File: config.mk
export PLATFORM = sky130hd
export DESIGN_NAME = tcd_ctrl
export DESIGN_NICKNAME = d
export VERILOG_FILES = /design/src/logic/tcd_pkg.sv /design/src/logic/tcd_ctrl.sv
export SDC_FILE = /design/constraint.sdc
export NUM_CORES = 1
export LEC_CHECK = 0
export BUFFER_PORTS_ARGS = -buffer_cell sky130_fd_sc_hd__buf_2
export CELL_PAD_IN_SITES_DETAIL_PLACEMENT = 2
export CELL_PAD_IN_SITES_GLOBAL_PLACEMENT = 2
export CORE_ASPECT_RATIO = 1.75
export CORE_MARGIN = 2
export CORE_UTILIZATION = 29
export CTS_CLUSTER_SIZE = 25
export DETAILED_ROUTE_END_ITERATION = 6
export PLACE_DENSITY_LB_ADDON = 0.1
export SLEW_MARGIN = 20
export SYNTH_ARGS = -nofsm -noshare
export SYNTH_HDL_FRONTEND = slang
export SYNTH_SLANG_ARGS = --single-unit
File: constraint.sdc
create_clock -name sys_clk -period 2.6 [get_ports sys_clk]
set_input_delay 0.39 -clock sys_clk [delete_from_list [all_inputs] [get_ports sys_clk]]
set_output_delay 0.39 -clock sys_clk [all_outputs]
set_load 0.01 [all_outputs]
File: src/logic/tcd_pkg.sv
/*
  package for the tape controller host interface: register layouts,
  command codes, status bit positions and device-flag functions.
  assumes a host i/o bus that presents one instruction per cycle.
*/
// Notes on behaviour
// - start sets busy except for rewind, clears done, runs command
// - start clears errors only if illegal clear
// - clear zeroes flags, unit zero, read command
// - load command takes accumulator bits 9-15
// - command bit 9 picks NRZI parity
// - command bits 10-12 decode the operation
// - command bits 13-15 select the transport
// - read status returns word, then flag function
// - error bit ORs bits 1,3,5,6,7,8,10,14
// - data late on channel timeout; rewinding shown
// - illegal on not ready, leader, protect
// - high density bit, always 1 on PE
// - parity error on byte or check mismatch
// - end of tape set, cleared by reverse/rewind
// - file mark flag; beginning of tape shown
// - nine-track bit, always 1 on PE
// - bad tape flag; bits 11-12 maintenance
// - write lock, odd count, unit ready shown
// - load address takes all 16 accumulator bits
// - address bit 0 selects maintenance mode except on PE
// - 15-bit address counter increments per word
// - one moving transport, many may rewind
// - word counter holds two's complement count
// - finish clears busy, sets done, interrupts
package tcd_pkg;
  // device-flag function codes
  localparam logic [1:0] FN_NONE  = 2'h0;
  localparam logic [1:0] FN_START = 2'h1;
  localparam logic [1:0] FN_CLEAR = 2'h2;
  localparam logic [1:0] FN_PULSE = 2'h3;
  // command codes
  localparam logic [2:0] CMD_READ  = 3'h0;
  localparam logic [2:0] CMD_REWND = 3'h1;
  localparam logic [2:0] CMD_RSVD  = 3'h2;
  localparam logic [2:0] CMD_SPFWD = 3'h3;
  localparam logic [2:0] CMD_SPREV = 3'h4;
  localparam logic [2:0] CMD_WRITE = 3'h5;
  localparam logic [2:0] CMD_WFM   = 3'h6;
  localparam logic [2:0] CMD_ERASE = 3'h7;
  // status positions, bit 0 is the msb in host numbering
  localparam int ST_ERR = 15;
  localparam int ST_LATE = 14;
  localparam int ST_REW = 13;
  localparam int ST_ILL = 12;
  localparam int ST_HID = 11;
  localparam int ST_PAR = 10;
  localparam int ST_EOT = 9;
  localparam int ST_EOF = 8;
  localparam int ST_BOT = 7;
  localparam int ST_NINE = 6;
  localparam int ST_BAD = 5;
  localparam int ST_SCLK = 4;
  localparam int ST_FCH = 3;
  localparam int ST_WLK = 2;
  localparam int ST_ODD = 1;
  localparam int ST_RDY = 0;
  // word counter width, large form
  localparam int WC_W = 16;
  localparam logic [2:0]  CMDU_RST_UNIT = 3'h0;
  localparam logic [15:0] ZERO16 = 16'h0000;
  // command/unit register, host bits 9..15
  typedef struct packed {
    logic       even_par;
    logic [2:0] cmd;
    logic [2:0] unit;
  } tcd_cmdu_t;
  // per-transport sense lines
  typedef struct packed {
    logic ready;
    logic bot;
    logic eot;
    logic wlock;
    logic nine;
    logic hi_den;
  } tcd_xport_t;
  // events reported by the tape datapath at the end of a record
  typedef struct packed {
    logic done;
    logic late;
    logic par_err;
    logic fmark;
    logic bad;
    logic odd;
  } tcd_evt_t;
  typedef enum logic [1:0] {S_IDLE, S_RUN} tcd_state_t;
endpackage

File: src/logic/tcd_ctrl.sv
/*
  tape controller host interface: command/unit, status, address and
  word counter, busy/done flags and the run/rewind launch logic.
  assumes the host bus and the tape datapath are on sys_clk and that
  bus strobes are one-cycle pulses.
*/
`timescale 1ns/1ps
module tcd_ctrl #(
  parameter bit PE_MODE = 1'b0
) (
  // clock and reset
  input  wire logic                  sys_clk,
  input  wire logic                  rst_n,
  // host instructions
  input  wire logic                  load_cmd_stb,
  input  wire logic                  read_stat_stb,
  input  wire logic                  load_addr_stb,
  input  wire logic                  read_addr_stb,
  input  wire logic                  load_cnt_stb,
  input  wire logic                  pulse_stb,
  input  wire logic [1:0]            func,
  input  wire logic [15:0]           acc_in,
  output logic      [15:0]           acc_out,
  output logic                       acc_valid,
  output logic                       busy,
  output logic                       done,
  output logic                       irq_req,
  // data channel word events
  input  wire logic                  word_xfer,
  input  wire logic                  chan_late,
  output logic      [14:0]           mem_addr,
  output logic                       maint_mode,
  output logic      [15:0]           word_cnt,
  output logic                       wc_ovf,
  // transports
  input  tcd_pkg::tcd_xport_t [7:0]  xport,
  input  wire logic [7:0]            rew_busy,
  input  tcd_pkg::tcd_evt_t          evt,
  output logic      [2:0]            sel_unit,
  output logic      [2:0]            run_cmd,
  output logic                       even_parity,
  output logic                       op_go,
  output logic      [7:0]            rew_go
);
  tcd_pkg::tcd_cmdu_t cmdu_q, cmdu_d;
  tcd_pkg::tcd_state_t st_q;
  logic [15:0] addr_q;
  logic [15:0] wc_q;
  logic busy_q, done_q;
  logic late_q, ill_q, par_q, eot_q, eof_q, bad_q, odd_q;
  logic [15:0] acc_q;
  logic acc_v_q, go_q, ovf_q;
  logic [7:0] rew_q;

  // host instruction carries a device-flag function
  wire any_stb = load_cmd_stb | read_stat_stb | load_addr_stb |
                 read_addr_stb | load_cnt_stb | pulse_stb;
  wire f_start = any_stb && func == tcd_pkg::FN_START;
  wire f_clear = any_stb && func == tcd_pkg::FN_CLEAR;

  // load-command field split (host bit 9 is bit 6 here)
  assign cmdu_d = load_cmd_stb ? tcd_pkg::tcd_cmdu_t'(acc_in[6:0])
                               : cmdu_q;
  // PE controller only has units 0-3
  wire [2:0] unit_eff = PE_MODE ? {1'b0, cmdu_d.unit[1:0]}
                                : cmdu_d.unit;
  tcd_pkg::tcd_xport_t sx;
  assign sx = xport[unit_eff];
  wire [2:0] c = cmdu_d.cmd;
  wire wr_cmd = c == tcd_pkg::CMD_WRITE || c == tcd_pkg::CMD_WFM ||
                c == tcd_pkg::CMD_ERASE;
  wire illegal_now = !sx.ready ||
                     (c == tcd_pkg::CMD_SPREV && sx.bot) ||
                     (wr_cmd && sx.wlock);
  // a moving operation is refused while another runs
  wire launch = f_start && !illegal_now && st_q == tcd_pkg::S_IDLE;
  wire is_rew = c == tcd_pkg::CMD_REWND;

  // status word, host bit 0 at [15]
  logic [15:0] stat;
  always_comb begin
    stat = tcd_pkg::ZERO16;
    stat[tcd_pkg::ST_LATE] = late_q;
    stat[tcd_pkg::ST_REW] = rew_busy[cmdu_q.unit] | rew_q[cmdu_q.unit];
    stat[tcd_pkg::ST_ILL] = ill_q;
    stat[tcd_pkg::ST_HID] = PE_MODE | xport[cmdu_q.unit].hi_den;
    stat[tcd_pkg::ST_PAR] = par_q;
    stat[tcd_pkg::ST_EOT] = eot_q;
    stat[tcd_pkg::ST_EOF] = eof_q;
    stat[tcd_pkg::ST_BOT] = xport[cmdu_q.unit].bot;
    stat[tcd_pkg::ST_NINE] = PE_MODE | xport[cmdu_q.unit].nine;
    stat[tcd_pkg::ST_BAD] = bad_q;
    stat[tcd_pkg::ST_WLK] = xport[cmdu_q.unit].wlock;
    stat[tcd_pkg::ST_ODD] = odd_q;
    stat[tcd_pkg::ST_RDY] = xport[cmdu_q.unit].ready;
    stat[tcd_pkg::ST_ERR] = late_q | ill_q | par_q | eot_q | eof_q |
                            stat[tcd_pkg::ST_BOT] | bad_q | odd_q;
  end

  always_ff @(posedge sys_clk or negedge rst_n) begin
    if (!rst_n) begin
      cmdu_q <= '0;
      acc_q <= tcd_pkg::ZERO16;
      acc_v_q <= 1'b0;
    end else begin
      // clear selects unit 0 and read
      if (f_clear)
        cmdu_q <= '{even_par: cmdu_d.even_par, cmd: tcd_pkg::CMD_READ,
                    unit: tcd_pkg::CMDU_RST_UNIT};
      else
        cmdu_q <= cmdu_d;
      acc_v_q <= read_stat_stb | read_addr_stb;
      // status returned before the flag function applies
      if (read_stat_stb)
        acc_q <= stat;
      else if (read_addr_stb)
        acc_q <= addr_q;
    end
  end

  // address counter, bit 15 holds maintenance
  always_ff @(posedge sys_clk or negedge rst_n) begin
    if (!rst_n)
      addr_q <= tcd_pkg::ZERO16;
    else if (load_addr_stb)
      addr_q <= acc_in;
    else if (word_xfer && st_q == tcd_pkg::S_RUN)
      addr_q <= {addr_q[15], addr_q[14:0] + 15'h0001};
  end

  // word counter counts up from two's complement
  always_ff @(posedge sys_clk or negedge rst_n) begin
    if (!rst_n) begin
      wc_q <= tcd_pkg::ZERO16;
      ovf_q <= 1'b0;
    end else if (load_cnt_stb) begin
      wc_q <= PE_MODE ? acc_in : {4'h0, acc_in[11:0]};
      ovf_q <= 1'b0;
    end else if (word_xfer && st_q == tcd_pkg::S_RUN) begin
      wc_q <= PE_MODE ? wc_q + 16'h0001
                      : {4'h0, wc_q[11:0] + 12'h001};
      ovf_q <= PE_MODE ? wc_q == 16'hFFFF : wc_q[11:0] == 12'hFFF;
    end
  end

  wire fin = st_q == tcd_pkg::S_RUN && evt.done;

  always_ff @(posedge sys_clk or negedge rst_n) begin
    if (!rst_n) begin
      st_q <= tcd_pkg::S_IDLE;
      busy_q <= 1'b0;
      done_q <= 1'b0;
      go_q <= 1'b0;
      rew_q <= 8'h00;
    end else begin
      go_q <= 1'b0;
      rew_q <= 8'h00;
      case (st_q)
        tcd_pkg::S_IDLE: begin
          if (launch && !is_rew) begin
            st_q <= tcd_pkg::S_RUN;
            go_q <= 1'b1;
          end
        end
        tcd_pkg::S_RUN: begin
          if (fin || f_clear)
            st_q <= tcd_pkg::S_IDLE;
        end
        default: st_q <= tcd_pkg::S_IDLE;
      endcase
      // any unit may be sent to rewind
      if (launch && is_rew)
        rew_q[unit_eff] <= 1'b1;
      if (f_clear) begin
        busy_q <= 1'b0;
        done_q <= 1'b0;
      end else if (f_start) begin
        busy_q <= !is_rew;
        done_q <= 1'b0;
      end else if (fin) begin
        busy_q <= 1'b0;
        done_q <= 1'b1;
      end
    end
  end

  // error flags; hardware set wins over start clear
  wire err_clr = f_clear | (f_start && !ill_q);
  always_ff @(posedge sys_clk or negedge rst_n) begin
    if (!rst_n) begin
      {late_q, ill_q, par_q, eot_q, eof_q, bad_q, odd_q} <= 7'h00;
    end else begin
      // start clears errors only when illegal is 0
      if (err_clr)
        {late_q, par_q, eof_q, bad_q, odd_q} <= 5'h00;
      if (f_clear)
        ill_q <= 1'b0;
      else if (f_start)
        ill_q <= illegal_now;
      // end of tape, cleared by reverse or rewind
      if (st_q == tcd_pkg::S_RUN && xport[cmdu_q.unit].eot)
        eot_q <= 1'b1;
      else if (f_clear || (launch &&
               (c == tcd_pkg::CMD_SPREV || is_rew)))
        eot_q <= 1'b0;
      if (st_q == tcd_pkg::S_RUN) begin
        if (chan_late)
          late_q <= 1'b1;
        if (evt.par_err)
          par_q <= 1'b1;
        if (evt.fmark)
          eof_q <= 1'b1;
        if (evt.bad)
          bad_q <= 1'b1;
        if (evt.odd)
          odd_q <= 1'b1;
      end
    end
  end

  assign acc_out = acc_q;
  assign acc_valid = acc_v_q;
  assign busy = busy_q;
  assign done = done_q;
  assign irq_req = done_q;
  assign mem_addr = addr_q[14:0];
  assign maint_mode = addr_q[15] & !PE_MODE;
  assign word_cnt = wc_q;
  assign wc_ovf = ovf_q;
  assign sel_unit = cmdu_q.unit;
  assign run_cmd = cmdu_q.cmd;
  assign even_parity = cmdu_q.even_par & !PE_MODE;
  assign op_go = go_q;
  assign rew_go = rew_q;
endmodule

==> qor.log <==
INFO  worst_setup_path timing.critical_path.cells=mux2_2 -> mux2i_1 -> a222oi_1 -> o211ai_1 -> buf_4 -> nor4_1
INFO  cells_and_area fillers=1609
INFO  placed_design  gp_congestion=0.817
INFO  power          vdd.ir_drop.worst=0.251mV
INFO  cells_and_area final-seq-area=0.00180mm²
INFO  logic_synthesis syn-instance-count=410
INFO  worst_setup_path critical_path_at=2430ps
INFO  worst_setup_path worst_r2r_path_depth=6
INFO  route          antenna_left=0
INFO  placed_design  dpl.hpwl=12.7mm
INFO  floorplanning  core-area=0.0138mm²
INFO  route          dr.max_layer_used=met4
INFO  route          routed-wl-met2=9.38mm
INFO  clock_network  cts_root_buf=clkbuf_16
INFO  hold_path      holdCritPathClass=in2async
INFO  logic_synthesis async_set_or_reset_flop_fraction_in_the_synthesized_netlist=100%
INFO  global_route   grt_pass1_vias=4409
INFO  sta            setup_viol=0
INFO  sta            slew_headroom=35.5%
INFO  logic_synthesis area_of_the_mapped_netlist=0.00407mm²
INFO  logic_synthesis ys.flop_type=dfrtp_1
INFO  route          drt-initial-drc-count=86
INFO  clock_network  htreeDepth=3
INFO  logic_synthesis flop_and_latch_count_out_of_synthesis=72
INFO  sta            max_freq=0.453GHz
INFO  cells_and_area postLayoutCoreUtil=39.2%
INFO  clock_network  numCtsBuffers=9
INFO  logic_synthesis synth.avg_cell_area=9.93µm²
INFO  cells_and_area drive_gt1_share=37.3%
INFO  route          met1_wirelength=5.55mm
INFO  power          p_leak=0.00254µW
INFO  outcome        outcome=finished, final reports clean
INFO  worst_setup_path crit_path_start=sel_unit[0]
INFO  global_route   grt_antenna_before_repair=0
INFO  route          dr.pass1.iters=5
INFO  clock_network  cts_tree=yes
INFO  sta            finalCriticalPeriod=2210ps
INFO  cells_and_area multiInputGateArea=0.00211mm²
INFO  sta            rsz0062_at_grt=no
INFO  worst_setup_path critPathRequiredTime=2820ps
INFO  sta            hold_violations=0
INFO  global_route   overflow=0
INFO  logic_synthesis post-synth-top-area-cell=dfrtp_1
INFO  route          drc=0
INFO  global_route   grt_pass1_wl=25.1mm
INFO  route          wl_per_cell=21.0µm
INFO  sta            worst-slew-pin-transition=968ps
INFO  job            timing.max_cap.violations=0
INFO  logic_synthesis synth_most_common_cell=dfrtp_1
INFO  floorplanning  dieWidth=93.6µm
INFO  clock_network  insertion_delay=340ps
INFO  sta            skew=12.9ps
INFO  worst_setup_path critPathMaxStageDelay=450ps
INFO  global_route   maximum_number_of_pins_on_one_net_before_global_route_repair=73
INFO  logic_synthesis number_of_unique_standard_cell_types_used_by_synthesis=50
INFO  worst_setup_path max_fo_critical_path=12
INFO  logic_synthesis synth_enable_flop_cells=0
INFO  route          met3RoutedLength=550µm
INFO  cells_and_area finalNonFillerCells=751
INFO  sta            setup_tns=0ps
INFO  floorplanning  initial_utilization=29.4%
INFO  logic_synthesis post_synth_main_area_contributors=dfrtp_1 44%, mux4_2 7.2%, nand2_1 6.0%
INFO  clock_network  clkSinkCount=72
INFO  logic_synthesis synth_top_area_share=44.3%
INFO  clock_network  max-clock-path-buffers=2
INFO  sta            slew_viol_final=0
INFO  route          routed_wl=15.8mm
INFO  clock_network  cts_resized=0
INFO  clock_network  post_cts.repair.setup_buffers=0
INFO  placed_design  port_buffers=153
INFO  placed_design  post-place-cells=734
INFO  floorplanning  pin_count=159
INFO  global_route   gr-usage-all-layers=22.1%
INFO  sta            fin_crit_sh=84.9%
INFO  clock_network  cts_hold_buf=0
INFO  floorplanning  floorplan.die.height=161µm
INFO  logic_synthesis yosysWarningCount=0
INFO  floorplanning  design.die.area=0.0150mm²
INFO  cells_and_area layout-area-overhead-vs-synth=33.2%
INFO  cells_and_area finalNetCount=660
INFO  logic_synthesis seq_area_frac_synth=44.3%
INFO  worst_setup_path startpoint_type=register
INFO  route          vias=3855
INFO  logic_synthesis netlist_top_cells_count=72 x dfrtp_1, 65 x nand2_1, 35 x o21ai_0
INFO  worst_setup_path cp_slowest_cell=dfrtp_1
INFO  worst_setup_path reg2reg_from=sel_unit[0]
INFO  worst_setup_path capturing_element_type_of_the_critical_path=register
INFO  worst_setup_path register_to_register_setup_slack=390ps
INFO  clock_network  clk_pin_slew_worst_paths=60ps
INFO  worst_setup_path critical_path_class=reg2reg
INFO  floorplanning  fp-row-count=57
INFO  route          route.detailed.vias_per_inst=5.13
INFO  power          pwr_density_cell=653mW/mm²
INFO  worst_setup_path crit-reg2reg-capture=rew_go[1]
## layer usage
| layer | global-route usage [%] | vias up |
|---|---|---|
| li1 | - | 1778 |
| met1 | 23.1 | 1949 |
| met2 | 43.7 | 112 |
| met3 | 3.47 | 16 |
| met4 | 6.59 | 0 |
| met5 | 0 | - |
## through the flow
step                power (µW)  hold WS, ps  setup WS (ps)  area, µm²
finish                    3540          193            393       5420
global route              3720          268            253       5420
CTS                       3600          236            355       5420
detailed placement        2200          505           73.9       5090
global placement          2170          463            141       5090
floorplan                 1800         94.4            488       4080
## worst max path at each step
stage,end,slack (ps)
after floorplan,st_q[0],490
after global placement,ill_q,140
after detailed placement,rew_go[1],70
after CTS,rew_go[1],360
after global routing,rew_go[1],250
final,rew_go[1],390
## kinds of logic after synthesis
kind of cell / Yosys count / synth area share, %
buf+inv: 36 / 4.09
fa+ha+maj: 2 / 0.615
simple gates: 147 / 17.0
xor+xnor: 25 / 5.38
mux: 44 / 15.4
flops: 72 / 44.3
other cells: 1 / 0.0921
compound gates: 83 / 13.1
## layout make-up
type | count | area share (%)
Antenna cell | 1 | 0.0462
Sequential cell | 72 | 33.2
Multi-Input combinational cell | 305 | 39.0
Clock buffer | 10 | 4.41
Clock inverter | 6 | 1.66
Inverter | 5 | 0.346
Tap cell | 177 | 4.08
Timing Repair Buffer | 175 | 17.2
## sequential cells by signal (all words and copies together) (netlist names), 3 cells and up
signal and cells:
addr_q 16, rew_go 8, sel_unit 3, word_cnt 12
acc_out 16, run_cmd 3
## power breakdown
part           internal, µW  leakage (µW)  total (µW)  switching (µW)
combinational           362       0.00147         803             441
clock                   870      0.000159        1370             496
sequential             1240      0.000907        1370             126
total                  2470       0.00254        3540            1060
## layout by cell type, fill, tap and decap left out, drive strengths merged, types with 6 or more instances in the layout
cell    synthesis  routed
buf            15     175
dfrtp          72      72
nand2          65      65
o21ai          35      35
mux2i          24      24
nor2           23      23
xor2           15      15
mux4           13      13
nor3           11      11
nor4           10      10
a21oi          10      10
xnor2          10      10
clkbuf         16      10
nor2b           8       8
a211oi          8       8
mux2            7       7
and3            7       7
inv             5       6
## critical path, delay by kind of cell (launching register included)
| family | cells | cell delay, ps |
|---|---|---|
| AOI/OAI and AO/OA | 2 | 540 |
| buffers and inverters | 1 | 210 |
| DFF | 1 | 450 |
| muxes | 2 | 610 |
| and+or+nand+nor | 1 | 270 |
(Power assumes the default switching activity.)
